==> config.mk <==
export PLATFORM = sky130hd
export DESIGN_NAME = sbd_top
export DESIGN_NICKNAME = d
export VERILOG_FILES = /design/src/sbd_pkg.sv /design/src/sbd_div_if.sv /design/src/sbd_divider.sv /design/src/sbd_top.sv
export SDC_FILE = /design/constraint.sdc
export NUM_CORES = 1
export LEC_CHECK = 0
export ABC_AREA = 1
export BUFFER_PORTS_ARGS = -buffer_cell sky130_fd_sc_hd__buf_4
export CAP_MARGIN = 10
export CORE_ASPECT_RATIO = 1.1
export CORE_MARGIN = 1
export CORE_UTILIZATION = 40
export DETAILED_ROUTE_END_ITERATION = 8
export PLACE_DENSITY_LB_ADDON = 0.05
export RECOVER_POWER = 50
export SETUP_SLACK_MARGIN = 0.05
export SLEW_MARGIN = 25
export SYNTH_ARGS = -nofsm -noshare
export SYNTH_HDL_FRONTEND = slang
export SYNTH_SLANG_ARGS = --single-unit
==> constraint.sdc <==
create_clock -name clk_i -period 3.21 [get_ports clk_i]
set_input_delay 0.321 -clock clk_i [delete_from_list [all_inputs] [get_ports clk_i]]
set_output_delay 0.321 -clock clk_i [all_outputs]
set_load 0.01 [all_outputs]
==> src/sbd_pkg.sv <==
`default_nettype none
package sbd_pkg;
    // Register byte offsets on the AXI4-Lite port
    localparam logic [3:0] OFS_DIV = 4'h0;
    localparam logic [3:0] OFS_FRAC = 4'h4;
    localparam logic [3:0] OFS_MODE = 4'h8;
    localparam logic [3:0] OFS_STAT = 4'hc;
    // Field positions
    localparam int FRAC_EN_BIT = 6;
    localparam int TAP_LSB = 4;
    localparam int IO_MODE_BIT = 0;
    localparam int DBUF_BIT = 2;
    localparam int STAT_PHASE_LSB = 8;
    localparam int STAT_FRAC_BIT = 16;
    // Values after reset
    localparam logic [7:0] DIV_RST = 8'h00;
    localparam logic [3:0] FRAC_RST = 4'h0;
    localparam logic MODE_RST = 1'b0;
    localparam logic [5:0] PRE_RST = 6'h00;
    // Prescaler tap codes
    localparam logic [1:0] TAP_1 = 2'h0;
    localparam logic [1:0] TAP_4 = 2'h1;
    localparam logic [1:0] TAP_16 = 2'h2;
    localparam logic [1:0] TAP_64 = 2'h3;
    // Prescaler bits that must all be ones for a tap strobe
    localparam logic [5:0] MASK_4 = 6'h03;
    localparam logic [5:0] MASK_16 = 6'h0f;
    localparam logic [5:0] MASK_64 = 6'h3f;
    // Division constants
    localparam logic [3:0] N_CODE_16 = 4'h0;
    localparam logic [4:0] N_FULL = 5'h10;
    localparam logic [4:0] PHASES = 5'h10;
    localparam logic [3:0] PHASE_LAST = 4'hf;
    // AXI responses
    localparam logic [1:0] RESP_OKAY = 2'h0;
    localparam logic [1:0] RESP_SLVERR = 2'h2;
endpackage
`default_nettype wire

==> src/sbd_div_if.sv <==
`timescale 1ns/1ps
`default_nettype none
interface sbd_div_if;
    // Configuration towards the divider
    logic tap_strobe;
    logic [3:0] n_code;
    logic [3:0] k;
    logic frac_en;
    // State back from the divider
    logic tick;
    logic [4:0] cnt;
    logic [3:0] phase;
    modport ctrl (
        output tap_strobe, n_code, k, frac_en,
        input tick, cnt, phase
    );
    modport div (
        input tap_strobe, n_code, k, frac_en,
        output tick, cnt, phase
    );
endinterface
`default_nettype wire

==> src/sbd_divider.sv <==
`timescale 1ns/1ps
`default_nettype none
module sbd_divider
    import sbd_pkg::*;
(
    // Clock and reset
    input wire logic clk_i,
    input wire logic rst_i,
    // Configuration and state
    sbd_div_if.div bus
);
    logic [4:0] cnt_reg, cnt_next;
    logic [3:0] phase_reg, phase_next;
    logic tick_reg, tick_next;
    logic [4:0] base_len, per_len;
    logic long_per, fire;
    logic [4:0] seen_reg, seen_next;
    logic armed_reg, armed_next;
    logic [8:0] cfg, cfg_last_reg, cfg_last_next;

    // Period length for the current phase of the 16-period group
    always_comb begin
        base_len = (bus.n_code == N_CODE_16) ? N_FULL
                                             : {1'b0, bus.n_code};
        long_per = bus.frac_en &&
                   ({1'b0, phase_reg} < (PHASES - {1'b0, bus.k}));
        per_len = base_len + {4'h0, long_per};
        // >= so a shortened N takes effect at once instead of wrapping
        fire = bus.tap_strobe && ((cnt_reg + 5'h01) >= per_len);
    end

    // Counter, phase and output tick
    always_comb begin
        cnt_next = cnt_reg;
        phase_next = phase_reg;
        tick_next = 1'b0;
        if (fire) begin
            cnt_next = 5'h00;
            tick_next = 1'b1;
            // Integer mode clears the phase so enabling starts a fresh group
            phase_next = bus.frac_en ? phase_reg + 4'h1 : 4'h0;
        end else if (bus.tap_strobe) begin
            cnt_next = cnt_reg + 5'h01;
        end
    end

    always_ff @(posedge clk_i or posedge rst_i) begin
        if (rst_i) begin
            cnt_reg <= 5'h00;
            phase_reg <= 4'h0;
            tick_reg <= 1'b0;
        end else begin
            cnt_reg <= cnt_next;
            phase_reg <= phase_next;
            tick_reg <= tick_next;
        end
    end

    assign bus.tick = tick_reg;
    assign bus.cnt = cnt_reg;
    assign bus.phase = phase_reg;

    // Checker state: strobes since last tick, config unchanged since then
    assign cfg = {bus.n_code, bus.k, bus.frac_en};
    always_comb begin
        seen_next = seen_reg;
        armed_next = armed_reg && (cfg == cfg_last_reg);
        cfg_last_next = cfg_last_reg;
        if (fire) begin
            seen_next = 5'h00;
            armed_next = 1'b1;
            cfg_last_next = cfg;
        end else if (bus.tap_strobe) begin
            seen_next = seen_reg + 5'h01;
        end
    end

    always_ff @(posedge clk_i or posedge rst_i) begin
        if (rst_i) begin
            seen_reg <= 5'h00;
            armed_reg <= 1'b0;
            cfg_last_reg <= 9'h000;
        end else begin
            seen_reg <= seen_next;
            armed_reg <= armed_next;
            cfg_last_reg <= cfg_last_next;
        end
    end

    AST_INT_LEN: assert property (@(posedge clk_i) disable iff (rst_i)
        fire && armed_reg && cfg == cfg_last_reg && !bus.frac_en
        |-> (seen_reg + 5'h01) == base_len)
        else $error("integer period differs from N");
    AST_N16: assert property (@(posedge clk_i) disable iff (rst_i)
        fire && armed_reg && cfg == cfg_last_reg && !bus.frac_en &&
        bus.n_code == 4'h0 |-> seen_reg == 5'h0f)
        else $error("code zero does not divide by 16");
    AST_FRAC_LEN: assert property (@(posedge clk_i) disable iff (rst_i)
        fire && armed_reg && cfg == cfg_last_reg && bus.frac_en
        |-> (seen_reg + 5'h01) == base_len +
            ((({1'b0, phase_reg} + {1'b0, bus.k}) < 5'h10) ? 5'h01 : 5'h00))
        else $error("fractional period length wrong");
    AST_PHASE_WRAP: assert property (@(posedge clk_i) disable iff (rst_i)
        fire && bus.frac_en && phase_reg == PHASE_LAST
        |=> phase_reg == 4'h0 && tick_reg)
        else $error("group of 16 periods does not wrap");
endmodule
`default_nettype wire

==> src/sbd_top.sv <==
`timescale 1ns/1ps
`default_nettype none
module sbd_top
    import sbd_pkg::*;
(
    // Clock and reset
    input wire logic clk_i,
    input wire logic rst_i,
    // AXI4-Lite write address
    input wire logic [3:0] s_axi_awaddr_i,
    input wire logic s_axi_awvalid_i,
    output logic s_axi_awready_o,
    // AXI4-Lite write data
    input wire logic [31:0] s_axi_wdata_i,
    input wire logic [3:0] s_axi_wstrb_i,
    input wire logic s_axi_wvalid_i,
    output logic s_axi_wready_o,
    // AXI4-Lite write response
    output logic [1:0] s_axi_bresp_o,
    output logic s_axi_bvalid_o,
    input wire logic s_axi_bready_i,
    // AXI4-Lite read address
    input wire logic [3:0] s_axi_araddr_i,
    input wire logic s_axi_arvalid_i,
    output logic s_axi_arready_o,
    // AXI4-Lite read data
    output logic [31:0] s_axi_rdata_o,
    output logic [1:0] s_axi_rresp_o,
    output logic s_axi_rvalid_o,
    input wire logic s_axi_rready_i,
    // To the transmit and receive logic of the channel
    output logic baud_tick_o,
    output logic io_mode_o,
    output logic dbuf_en_o
);
    sbd_div_if div_if ();

    // Prescaler state
    logic [5:0] pre_reg, pre_next;
    logic [1:0] tap_sel;
    logic strobe;

    // Register file
    logic [7:0] div_reg, div_next;
    logic [3:0] frac_reg, frac_next;
    logic io_reg, io_next;
    logic dbuf_reg, dbuf_next;

    // Write channel state
    logic aw_have_reg, aw_have_next;
    logic [3:0] aw_addr_reg, aw_addr_next;
    logic w_have_reg, w_have_next;
    logic [31:0] w_data_reg, w_data_next;
    logic [3:0] w_strb_reg, w_strb_next;
    logic awready_reg, awready_next;
    logic wready_reg, wready_next;
    logic bvalid_reg, bvalid_next;
    logic [1:0] bresp_reg, bresp_next;
    logic wr_go, wr_ok;
    logic wr_frac;
    logic [3:0] wr_k;
    logic wr_dbuf;

    // Read channel state
    logic arready_reg, arready_next;
    logic rvalid_reg, rvalid_next;
    logic [31:0] rdata_reg, rdata_next;
    logic [1:0] rresp_reg, rresp_next;
    logic [3:0] rd_addr_reg, rd_addr_next;
    logic [31:0] rd_word;
    logic rd_ok;

    // Free-running prescaler; taps 4, 16 and 64 are derived from one counter
    always_comb begin
        pre_next = pre_reg + 6'h01;
    end

    always_ff @(posedge clk_i or posedge rst_i) begin
        if (rst_i) begin
            pre_reg <= PRE_RST;
        end else begin
            pre_reg <= pre_next;
        end
    end

    // Tap strobe: one pulse per 1, 4, 16 or 64 clocks
    assign tap_sel = div_reg[TAP_LSB +: 2];
    always_comb begin
        case (tap_sel)
            TAP_1: strobe = 1'b1;
            TAP_4: strobe = &(pre_reg | ~MASK_4);
            TAP_16: strobe = &(pre_reg | ~MASK_16);
            TAP_64: strobe = &(pre_reg | ~MASK_64);
            default: strobe = 1'b1;
        endcase
    end

    AST_TAP4: assert property (@(posedge clk_i) disable iff (rst_i)
        (strobe && tap_sel == TAP_4) ##1
        (tap_sel == TAP_4 && !strobe) [*3] ##1 (tap_sel == TAP_4)
        |-> strobe)
        else $error("tap 4 strobe not every fourth clock");

    // Divider configuration straight from the registers
    assign div_if.tap_strobe = strobe;
    assign div_if.n_code = div_reg[3:0];
    assign div_if.k = frac_reg;
    assign div_if.frac_en = div_reg[FRAC_EN_BIT];

    sbd_divider u_div (
        .clk_i (clk_i),
        .rst_i (rst_i),
        .bus (div_if.div)
    );

    // Write path: address and data are caught in either order
    assign wr_go = aw_have_reg && w_have_reg;
    assign wr_ok = (aw_addr_reg == OFS_DIV) || (aw_addr_reg == OFS_FRAC) ||
                   (aw_addr_reg == OFS_MODE) || (aw_addr_reg == OFS_STAT);
    always_comb begin
        aw_have_next = aw_have_reg;
        aw_addr_next = aw_addr_reg;
        w_have_next = w_have_reg;
        w_data_next = w_data_reg;
        w_strb_next = w_strb_reg;
        bvalid_next = bvalid_reg;
        bresp_next = bresp_reg;
        if (awready_reg && s_axi_awvalid_i) begin
            aw_have_next = 1'b1;
            aw_addr_next = s_axi_awaddr_i;
        end
        if (wready_reg && s_axi_wvalid_i) begin
            w_have_next = 1'b1;
            w_data_next = s_axi_wdata_i;
            w_strb_next = s_axi_wstrb_i;
        end
        if (bvalid_reg && s_axi_bready_i) begin
            bvalid_next = 1'b0;
        end
        if (wr_go) begin
            aw_have_next = 1'b0;
            w_have_next = 1'b0;
            bvalid_next = 1'b1;
            bresp_next = wr_ok ? RESP_OKAY : RESP_SLVERR;
        end
        // Hold both channels off while a response is pending
        awready_next = !aw_have_next && !bvalid_next;
        wready_next = !w_have_next && !bvalid_next;
    end

    always_ff @(posedge clk_i or posedge rst_i) begin
        if (rst_i) begin
            aw_have_reg <= 1'b0;
            aw_addr_reg <= 4'h0;
            w_have_reg <= 1'b0;
            w_data_reg <= 32'h0;
            w_strb_reg <= 4'h0;
            bvalid_reg <= 1'b0;
            bresp_reg <= RESP_OKAY;
            awready_reg <= 1'b0;
            wready_reg <= 1'b0;
        end else begin
            aw_have_reg <= aw_have_next;
            aw_addr_reg <= aw_addr_next;
            w_have_reg <= w_have_next;
            w_data_reg <= w_data_next;
            w_strb_reg <= w_strb_next;
            bvalid_reg <= bvalid_next;
            bresp_reg <= bresp_next;
            awready_reg <= awready_next;
            wready_reg <= wready_next;
        end
    end

    // Register update; all fields live in byte lane 0
    always_comb begin
        div_next = div_reg;
        frac_next = frac_reg;
        io_next = io_reg;
        dbuf_next = dbuf_reg;
        if (wr_go && w_strb_reg[0]) begin
            case (aw_addr_reg)
                OFS_DIV: div_next = w_data_reg[7:0];
                OFS_FRAC: frac_next = w_data_reg[3:0];
                OFS_MODE: begin
                    io_next = w_data_reg[IO_MODE_BIT];
                    dbuf_next = w_data_reg[DBUF_BIT];
                end
                default: div_next = div_reg;
            endcase
        end
    end

    always_ff @(posedge clk_i or posedge rst_i) begin
        if (rst_i) begin
            div_reg <= DIV_RST;
            frac_reg <= FRAC_RST;
            io_reg <= MODE_RST;
            dbuf_reg <= MODE_RST;
        end else begin
            div_reg <= div_next;
            frac_reg <= frac_next;
            io_reg <= io_next;
            dbuf_reg <= dbuf_next;
        end
    end

    assign wr_frac = w_data_reg[FRAC_EN_BIT];
    assign wr_k = w_data_reg[3:0];
    assign wr_dbuf = w_data_reg[DBUF_BIT];

    AST_FRAC_BIT: assert property (@(posedge clk_i) disable iff (rst_i)
        wr_go && aw_addr_reg == OFS_DIV && w_strb_reg[0]
        |=> div_if.frac_en == $past(wr_frac))
        else $error("fractional enable not taken from bit 6");
    AST_K_FIELD: assert property (@(posedge clk_i) disable iff (rst_i)
        wr_go && aw_addr_reg == OFS_FRAC && w_strb_reg[0]
        |=> div_if.k == $past(wr_k) ##1 $stable(div_if.k))
        else $error("K not taken from fraction control");
    AST_DBUF: assert property (@(posedge clk_i) disable iff (rst_i)
        wr_go && aw_addr_reg == OFS_MODE && w_strb_reg[0]
        |=> dbuf_en_o == $past(wr_dbuf))
        else $error("double-buffer enable not updated");

    // Read decode; unused bits stay zero
    always_comb begin
        rd_word = 32'h0;
        rd_ok = 1'b1;
        case (s_axi_araddr_i)
            OFS_DIV: rd_word[7:0] = div_reg;
            OFS_FRAC: rd_word[3:0] = frac_reg;
            OFS_MODE: begin
                rd_word[IO_MODE_BIT] = io_reg;
                rd_word[DBUF_BIT] = dbuf_reg;
            end
            OFS_STAT: begin
                rd_word[4:0] = div_if.cnt;
                rd_word[STAT_PHASE_LSB +: 4] = div_if.phase;
                rd_word[STAT_FRAC_BIT] = div_reg[FRAC_EN_BIT];
            end
            default: rd_ok = 1'b0;
        endcase
    end

    // Read channel: one read outstanding, answer one clock after address
    always_comb begin
        rvalid_next = rvalid_reg;
        rdata_next = rdata_reg;
        rresp_next = rresp_reg;
        rd_addr_next = rd_addr_reg;
        if (rvalid_reg && s_axi_rready_i) begin
            rvalid_next = 1'b0;
        end
        if (arready_reg && s_axi_arvalid_i) begin
            rvalid_next = 1'b1;
            rdata_next = rd_word;
            rresp_next = rd_ok ? RESP_OKAY : RESP_SLVERR;
            rd_addr_next = s_axi_araddr_i;
        end
        arready_next = !rvalid_next;
    end

    always_ff @(posedge clk_i or posedge rst_i) begin
        if (rst_i) begin
            arready_reg <= 1'b0;
            rvalid_reg <= 1'b0;
            rdata_reg <= 32'h0;
            rresp_reg <= RESP_OKAY;
            rd_addr_reg <= 4'h0;
        end else begin
            arready_reg <= arready_next;
            rvalid_reg <= rvalid_next;
            rdata_reg <= rdata_next;
            rresp_reg <= rresp_next;
            rd_addr_reg <= rd_addr_next;
        end
    end

    AST_RD_ZERO: assert property (@(posedge clk_i) disable iff (rst_i)
        rvalid_reg |-> (rd_addr_reg != OFS_DIV || rdata_reg[31:8] == 24'h0) &&
                       (rd_addr_reg != OFS_FRAC || rdata_reg[31:4] == 28'h0))
        else $error("unused baud register bits read non-zero");

    // Ports come straight from flip-flops
    assign s_axi_awready_o = awready_reg;
    assign s_axi_wready_o = wready_reg;
    assign s_axi_bvalid_o = bvalid_reg;
    assign s_axi_bresp_o = bresp_reg;
    assign s_axi_arready_o = arready_reg;
    assign s_axi_rvalid_o = rvalid_reg;
    assign s_axi_rdata_o = rdata_reg;
    assign s_axi_rresp_o = rresp_reg;
    assign baud_tick_o = div_if.tick;
    assign io_mode_o = io_reg;
    assign dbuf_en_o = dbuf_reg;
endmodule
`default_nettype wire

After elaboration in Yosys (flattened, before gate mapping)
Cells that the tools add are included.
- bits of input ports: 51
- logic and storage cells: 92
- register bits after elaboration: 67
- output and inout bits: 44
- reductions and logical operators: 30
- add/subtract/negate cells: 5
- multiplexer cells: 25
- equal/unequal tests: 9
- order comparisons: 2
- operators by type and width (cell ; count):
    $eq 4x4->1 const B ; 4
    $mux 5 ; 3
    $logic_not 4->1 ; 3
    $pmux 1 s4 ; 3
    $logic_and 1x1->1 ; 11
    $mux 1 ; 11
    $eq 4x3->1 const B ; 2
    $mux 4 ; 2
    $reduce_and 2->1 ; 4
    $add 6x1->6 const B ; 1
    $pmux 1 s3 ; 2
    $reduce_and 6->1 ; 1
    $add 5x1->5 ; 1
    $add 5x1->5 const B ; 1
    $ge 5x5->1 ; 1
    $lt 4x5->1 ; 1
    $sub 5x4->5 const A ; 1
    $add 4x1->4 const B ; 1
    $eq 2x2->1 const B ; 2
    $logic_not 1->1 ; 4
    $mux 2 ; 2
    $reduce_and 4->1 ; 1
    $reduce_or 4->1 ; 1
    $logic_or 1x1->1 ; 3
    5 further kinds ; 5

Longest topological paths before layout
Gate-level depths: netlist (run 1).
- depth in word-level cells: 7
- gate-level depth with buffers: 22

Cells and area by module
From an unflattened synthesis (run 1), not the netlist that was laid out.
- cells, all modules: 396
- area, all modules: 3329.4 um^2
- by module, submodules not included (module ; area each (um^2) ; cells an instance ; times used):
    sbd_top ; 2427.3 ; 271 ; 1
    sbd_divider ; 902.1 ; 125 ; 1

Worst setup path before layout (run 1)
Ideal clock, no wire load.
- kind: register to register
- start: register frac_reg[0], in the netlist div_if.k[0]
- end: register u_div.phase_reg[2], in the netlist u_div.bus.phase[2]
- clock period less this slack: 2.894 ns
- data arrival time: 2.778 ns
- required time: 3.093 ns
- library setup time: 0.117 ns
- buffers on the path: 0
- cell stages (with the launch flop): 22
- setup slack: 0.316 ns
- cell sequence: dfrtp_1 inv_1 ha_1 xor2_1 ha_1 a21oi_1 nand3b_1 nand3_1 nor2_1 ha_1 ha_1 nand3_1 o21ai_1 inv_1 ha_1 nand2_1 nor2_1 nand3_1 nand2_8 nand2_4 nand2_1 nand2_1
- cells in the longest elaborated chain, start to end: 6
- RTL lines (what ; line ; source):
    start, declared ; sbd_top.sv:45 ; logic [3:0] frac_reg, frac_next;
    start signal, assigned ; sbd_top.sv:202 ; frac_reg <= frac_next;
    $sub 5x4->5 ; sbd_divider.sv:26 ; ({1'b0, phase_reg} < (PHASES - {1'b0, bus.k}));
    $lt 4x5->1 ; sbd_divider.sv:26 ;
    $logic_and 1x1->1 ; sbd_divider.sv:25 ; long_per = bus.frac_en &&
    $add 5x1->5 ; sbd_divider.sv:27 ; per_len = base_len + {4'h0, long_per};
    $ge 5x5->1 ; sbd_divider.sv:29 ; fire = bus.tap_strobe && ((cnt_reg + 5'h01) >= per_len);
    $logic_and 1x1->1 ; sbd_divider.sv:29 ;
    end signal, assigned ; sbd_divider.sv:54 ; phase_reg <= phase_next;
    end, declared ; sbd_divider.sv:13 ; logic [3:0] phase_reg, phase_next;
Every way passes these cells.
A chain may end at the register's enable or synchronous reset.

Final worst setup path (run 1)
- start: register frac_reg[0], in the netlist div_if.k[0]
- end: register u_div.phase_reg[0], in the netlist u_div.bus.phase[0]
The elaborated chain is that of the path after synthesis.

==> flow_metrics.tcl, run 1 <==
set metrics [dict create \
    outcome "finished, final reports clean" \
    route.detailed.drc 0 \
    place_area_um2 3750 \
    finClkSkew_ns 0.0127 \
    hold_path_depth 3 \
    critPathArrivalTime_ns 3.37 \
    setup_violations 0 \
    ff2ff_setup_slack_ns 0.12 \
    use_met3_pct 3.13 \
    crit_path_start_kind "register" \
    hpwl_mm 4.83 \
    fp.coreArea_um2 8000 \
    io_pins 95 \
    grt_most_used_layer "met2" \
    layout-drive-gt1-share_pct 28.1 \
    slew_headroom_pct 29.7 \
    clk_latency_ns 0.34 \
    maxCapViolations 0 \
    worstMarginPinSlew_ns 1.05 \
    ys_warn_count 0 \
    hp-class "in -> reg" \
    grt_use_total_pct 16.7 \
    antenna_found_initial 0 \
    grt_pass1_vias 2450 \
    ys_ff_latch 65 \
    cts_max_path_buffers 2 \
    h-tree-depth 3 \
    nFillCells 790 \
    avgViaCountPerCell 4.62 \
    io_buffers 46 \
    initialDrtViolationCount 78 \
    cts_tree "built" \
    min_to "aw_addr_reg[1]$_DFFE_PP0P_" \
    yosysSeqAreaShare_pct 48.6 \
    cpMaxStageDelayCell "dfrtp_1" \
    syn2layout_area_growth_pct 23.6 \
    power_density_nw_per_um2 918 \
    place_congestion 0.752 \
    cts.sinks 65 \
    yosysUniqueCellTypes 30 \
    diodes 0 \
    rsz0062_at_grt "yes" \
    avgSynthCellArea_um2 8.70 \
    routedWlPerCell_um 12.2 \
    ff_latch_area_um2 1630 \
    drtPass1Iterations 4 \
    setup_slack_ns 0.117 \
    crit_fanout 5 \
    cp-end-kind "register" \
    largest_reg_flops 13 \
    path_delay_family "adder cells" \
    cts_root_buffer "clkbuf_8" \
    fin_nets 505 \
    synth_top_area_share_pct 48.6 \
    wirelength_mm 6.74 \
    path_cells "inv_2 -> ha_4 -> xor2_2 -> ha_1 -> a21oi_1 -> nand3b_1 -> nand3_2 -> nor2_2 -> ha_2 -> ha_4 -> buf_6 -> xnor2_2 -> ha_1 -> nand2_1 -> nand2_2 -> a21oi_4 -> nand2_8 -> nand2_8 -> nand2_2 -> nand2_1" \
    fp-row-count 34 \
    die_w_um 89.2 \
    fin_crit_sh_pct 96.4 \
    period_minus_slack_ns 3.09 \
    hold_start "s_axi_awaddr_i[1]" \
    reg2reg_to "u_div.bus.phase[0]$_DFFE_PP0P_" \
    grt_use_met2_pct 25.8 \
    multi_input_area_um2 1610 \
    critPathKind "reg -> reg" \
    vdd_drop_max_mv 0.385 \
    cp_num_buf_inv 2 \
    detail-route-antenna-nets 0 \
    slowest_delay_ns 0.37 \
    synthTopCellsByArea "dfrtp_1, nand2_1, ha_1, nand3_1, buf_4" \
    hold_buffers 0 \
    pre_cts_ws_ns 0.0371 \
    grt_max_degree 39 \
    cts_inserted_buffers 9 \
    drv_slew 0 \
    syn_area_um2 3350 \
    stdcell_area_um2 4140 \
    vias 2554 \
    syn_inst 385 \
    die-area_um2 8740 \
    yosysTopAreaCell "dfrtp_1" \
    start_util_pct 41.9 \
    grt_overflow 0 \
    grt_pass1_wl_mm 11.2 \
    p_leak_nw 2.12 \
    r2r-start "div_if.k[0]$_DFFE_PP0P_" \
    rr_worst_depth 20 \
    die_y_um 98.0 \
    max_freq_ghz 0.323 \
    final_hold_viol_count 0 \
    path_clk_slew_ns 0.08 \
    worstPathRequired_ns 3.49 \
    met1_usage_pct 22.6 \
]
## layer usage
layer | vias up | share of wire, %
li1 | 1315 | -
met2 | 63 | 46
met5 | - | 0
met3 | 7 | 3.9
met1 | 1169 | 48
met4 | 0 | 1.6
## cell families after synthesis
family                     count (synthesis)  share of synthesized area [%]
xor gates and xnor gates                  12                           3.14
adders and majority gates                 14                           5.23
DFF                                       65                           48.6
other                                      1                          0.112
buffers and inverters                     70                           10.4
and+or+nand+nor                          185                           25.9
AOI/OAI and AO/OA                         38                           6.65
## power breakdown
| part | total [W] | leakage (nW) | internal (W) | switching [W] |
|---|---|---|---|---|
| sequential | 0.00128 | 0.838 | 0.00107 | 0.000218 |
| clock | 0.000782 | 0.113 | 0.000458 | 0.000324 |
| combinational | 0.00173 | 1.17 | 0.000692 | 0.00104 |
| total | 0.00380 | 2.12 | 0.00222 | 0.00158 |
## what timing repair did
item,in CTS,in global routing
endpoints found under the setup margin,9,10
pin swaps,0,20
setup buffers,0,1
gates resized for setup,3,39
## worst reg2reg max path, stage by stage (launching register included)
cell	delay, ns
dfrtp_1	0.37
inv_2	0.06
ha_4	0.16
xor2_2	0.14
ha_1	0.31
a21oi_1	0.14
nand3b_1	0.13
nand3_2	0.08
nor2_2	0.15
ha_2	0.22
ha_4	0.14
buf_6	0.09
xnor2_2	0.06
ha_1	0.31
nand2_1	0.09
nand2_2	0.09
a21oi_4	0.21
nand2_8	0.09
nand2_8	0.10
nand2_2	0.04
nand2_1	0.05
## cells in the final DEF (no fill, tap or decap), types with 11 or more instances in the layout
cell,Yosys,layout
inv_1,27,26
nor2_1,20,17
nand2_2,2,12
buf_4,21,48
dfrtp_1,65,65
nand2_1,106,95
inv_2,15,15
conb_1,1,21
nand4_1,11,11
nand3_1,33,28
o21ai_1,28,19
## per-stage QoR
stage	instances	hold slack [ns]	util, %	total power [W]	setup TNS, ns
after CTS	552	0.0809	49.8	0.00352	0
after global placement	536	0.434	46.9	0.00266	0
final	553	0.172	51.7	0.00380	0
after detailed placement	536	0.444	46.9	0.00269	0
after floorplan	405	0.418	-	0.00230	0
after global routing	553	0.152	51.7	0.00409	-0.132
## worst max-delay path by stage
stage | start | end | slack, ns | depth (start not counted)
floorplan | div_if.k[0]$_DFFE_PP0P_ | u_div.bus.phase[2]$_DFFE_PP0P_ | 0.32 | 21
global placement | div_if.k[1]$_DFFE_PP0P_ | u_div.bus.cnt[2]$_DFFE_PP0P_ | 0.09 | 21
detailed placement | div_if.k[1]$_DFFE_PP0P_ | u_div.bus.cnt[2]$_DFFE_PP0P_ | 0.04 | 21
CTS | div_if.k[0]$_DFFE_PP0P_ | u_div.bus.cnt[0]$_DFFE_PP0P_ | 0.06 | 21
finish | div_if.k[0]$_DFFE_PP0P_ | u_div.bus.phase[0]$_DFFE_PP0P_ | 0.12 | 20
global route | div_if.k[0]$_DFFE_PP0P_ | u_div.bus.phase[2]$_DFFE_PP0P_ | -0.03 | 20
## cells in the mapped netlist
library cell / number
nand2_8: 2
ha_1: 14
o21ai_1: 28
conb_1: 1
a21oi_1: 5
xor2_1: 7
nor2_2: 2
nand3_2: 1
dfrtp_1: 65
nand3_4: 1
nand4_1: 11
nand2_4: 1
clkbuf_1: 2
o31ai_2: 2
nand3b_1: 2
nand2_2: 2
buf_4: 21
o21ai_4: 1
a21oi_2: 1
nor2_1: 20
buf_2: 4
inv_2: 15
or3_1: 1
nand3_1: 33
nand2_1: 106
nor2_4: 3
xnor2_1: 5
inv_1: 27
o31ai_1: 1
inv_4: 1
## layout make-up
| class | instances | area share, % |
|---|---|---|
| flip-flops and latches | 65 | 39.3 |
| multi-input cells | 270 | 38.8 |
| repair buffers | 51 | 9.28 |
| inverters | 43 | 4.02 |
| clock buffers | 11 | 3.42 |
| well taps | 108 | 3.27 |
| clock inverters | 5 | 1.91 |
Note: power is estimated with default switching activity, not from simulation.
==> run 2, diff against run 1 <==
--- a/config.mk
+++ b/config.mk
@@ -8,3 +8,2 @@
 export ABC_AREA = 1
-export BUFFER_PORTS_ARGS = -buffer_cell sky130_fd_sc_hd__buf_4
 export CAP_MARGIN = 10
@@ -12,4 +11,5 @@
 export CORE_MARGIN = 1
-export CORE_UTILIZATION = 40
+export CORE_UTILIZATION = 27
 export DETAILED_ROUTE_END_ITERATION = 8
+export DONT_BUFFER_PORTS = 1
 export PLACE_DENSITY_LB_ADDON = 0.05
==> constraint.sdc (replaced) <==
create_clock -name clk_i -period 3.21 [get_ports clk_i]
set_input_delay 0.1605 -clock clk_i [delete_from_list [all_inputs] [get_ports clk_i]]
set_output_delay 0.1605 -clock clk_i [all_outputs]
set_load 0.01 [all_outputs]
==> run 2 against run 1 <==
  * The flow now finishes with violations (max-capacitance violations, max-slew violations)
  * Cell count is 3.4% higher
  * Register-to-register slack hardly changed
  * Setup slack worse by 0.0090 ns
  * Sequential power is 4% higher
  * Hold slack worse by 0.11 ns
  * Fmax is 0.29% lower
  * Total power is 7.4% higher
  * Combinational power is 7% lower
  * Sequential share of layout area is 0.12 points higher
  * Die area is 47% higher
  * Design area is 0.30% lower
  * Largest cell class unchanged
  * Largest power group unchanged
==> flow_metrics.tcl, run 2 (same netlist as run 1, synthesis figures left out) <==
set metrics [dict create \
    fp.coreArea_um2 12000 \
    place_congestion 0.760 \
    cpMaxStageDelayCell "dfrtp_1" \
    fin_crit_sh_pct 96.6 \
    slew_headroom_pct -0.741 \
    rsz0062_at_grt "yes" \
    setup_slack_ns 0.108 \
    die_y_um 119 \
    die-area_um2 12900 \
    cts_tree "built" \
    route.detailed.drc 0 \
    drv_slew 40 \
    grt_use_met2_pct 18.9 \
    violations "max-capacitance violations, max-slew violations" \
    avgViaCountPerCell 4.35 \
    wirelength_mm 7.74 \
    cts.sinks 65 \
    antenna_found_initial 0 \
    met1_usage_pct 18.1 \
    critPathKind "reg -> reg" \
    grt_pass1_wl_mm 12.7 \
    fin_nets 478 \
    routedWlPerCell_um 13.5 \
    setup_violations 0 \
    cp-end-kind "register" \
    period_minus_slack_ns 3.10 \
    worstMarginPinSlew_ns 1.51 \
    cts_root_buffer "clkbuf_16" \
    hp-class "in -> reg" \
    grt_overflow 0 \
    start_util_pct 27.8 \
    use_met3_pct 3.03 \
    hpwl_mm 5.48 \
    power_density_nw_per_um2 989 \
    path_clk_slew_ns 0.06 \
    max_freq_ghz 0.322 \
    final_cell_mix "nand2_1, dfrtp_1, nand3_1" \
    maxCapViolations 1 \
    initialDrtViolationCount 83 \
    crit_fanout 5 \
    pre_cts_ws_ns 0.0272 \
    io_pins 95 \
    p_total_w 0.00408 \
    finClkSkew_ns 0.00597 \
    slowest_delay_ns 0.36 \
    stdcell_area_um2 4130 \
    place_area_um2 3470 \
    largest_reg_flops 13 \
    cp_common_cell "nand2_1" \
    grt_pass1_vias 2472 \
    h-tree-depth 3 \
    cts_inserted_buffers 9 \
    fp-row-count 42 \
    crit_path_start_kind "register" \
    path_cells "inv_2 -> ha_4 -> xor2_2 -> ha_1 -> a21oi_2 -> nand3b_1 -> nand3_2 -> nor2_2 -> ha_2 -> ha_4 -> buf_4 -> xnor2_1 -> ha_1 -> nand2_1 -> nand2_2 -> a21oi_4 -> nand2_8 -> nand2_8 -> nand2_1 -> nand2_1" \
    die_w_um 108 \
    vias 2489 \
    grt_use_total_pct 13.3 \
    detail-route-antenna-nets 0 \
    vdd_drop_max_mv 0.344 \
    syn2layout_area_growth_pct 23.2 \
    clk_latency_ns 0.34 \
    worstPathRequired_ns 3.49 \
    layout_commonest_cell "nand2_1" \
    diodes 0 \
    critPathArrivalTime_ns 3.38 \
    cts_max_path_buffers 2 \
    grt_most_used_layer "met2" \
    drtPass1Iterations 4 \
    whs_ns 0.0576 \
    layout-drive-gt1-share_pct 17.0 \
    final_hold_viol_count 0 \
    nFillCells 1276 \
    io_buffers 0 \
    p_leak_nw 2.02 \
    outcome "finished, violations left" \
    grt_max_degree 40 \
]
-- run 2: changes by cell type in the layout (fill, tap and decap cells not counted), sizes merged --
cell / before / now
buf: 49 / 8
bufinv: 2 / 3
clkbuf: 13 / 11
clkinv: 3 / 1
clkinvlp: 0 / 1
dlygate4sd3: 0 / 16
-- run 2: repair_timing --
| item | CTS | global route |
|---|---|---|
| hold endpoints to repair | 53 | 0 |
| setup endpoints to repair | 4 | 10 |
| buffers inserted | 0 | 4 |
| gates resized for setup | 2 | 29 |
| hold buffers | 16 | 0 |
| gates cloned | 0 | 0 |
| pin swaps | 0 | 13 |
-- run 2: metal layers --
layer	part of all wire (%)	wire (um)
met1	48	3740
met2	44	3440
met3	4.6	360
met4	2.6	204
met5	0	0
-- run 2: final cells by class --
| cell class | count | area [um^2] | share of cell area, % |
|---|---|---|---|
| sequential | 65 | 1630 | 39.4 |
| clock inverter | 5 | 103 | 2.49 |
| tap | 154 | 193 | 4.67 |
| timing repair buffer | 24 | 224 | 5.43 |
| multi-input combinational | 270 | 1570 | 38.1 |
| clock buffer | 11 | 243 | 5.88 |
| inverter | 43 | 166 | 4.03 |
-- run 2: final timing paths --
path / from / end / slack, ns / cells after the start
min reg2reg: pre_reg[0]$_DFF_PP0_ / pre_reg[0]$_DFF_PP0_ / 0.44 / 1
max reg2reg: div_if.k[1]$_DFFE_PP0P_ / u_div.bus.phase[0]$_DFFE_PP0P_ / 0.11 / 20
min: s_axi_wvalid_i / w_data_reg[4]$_DFFE_PP0P_ / 0.06 / 3
max: div_if.k[1]$_DFFE_PP0P_ / u_div.bus.phase[0]$_DFFE_PP0P_ / 0.11 / 20
min in group asynchronous: rst_i / w_data_reg[5]$_DFFE_PP0P_ / 0.72 / 2
max in group asynchronous: rst_i / s_axi_rdata_o[8]$_DFFE_PP0P_ / 1.36 / 3
-- run 2: per-stage QoR --
stage,utilization [%],std cells,setup TNS (ns)
final,34.3,572,0
after global routing,34.3,572,-0.337
after CTS,33.1,569,0
after detailed placement,28.8,537,0
after global placement,28.8,537,0
after floorplan,-,405,0
-- run 2: power breakdown --
| group | total [W] | switching [W] | internal [W] | leakage (nW) |
|---|---|---|---|---|
| Sequential | 0.00133 | 0.000258 | 0.00107 | 0.838 |
| Clock | 0.00115 | 0.000368 | 0.000778 | 0.166 |
| Combinational | 0.00161 | 0.000984 | 0.000622 | 1.02 |
| Total | 0.00408 | 0.00161 | 0.00247 | 2.02 |
-- run 2: worst max-delay path, delay by kind of cell, from the launching register on --
| kind | cells | cell delay (ns) |
|---|---|---|
| DFF | 1 | 0.36 |
| xor gates and xnor gates | 2 | 0.26 |
| adders and majority gates | 5 | 1.10 |
| buffers and inverters | 2 | 0.16 |
| AOI/OAI and AO/OA | 2 | 0.36 |
| and+or+nand+nor | 9 | 0.79 |
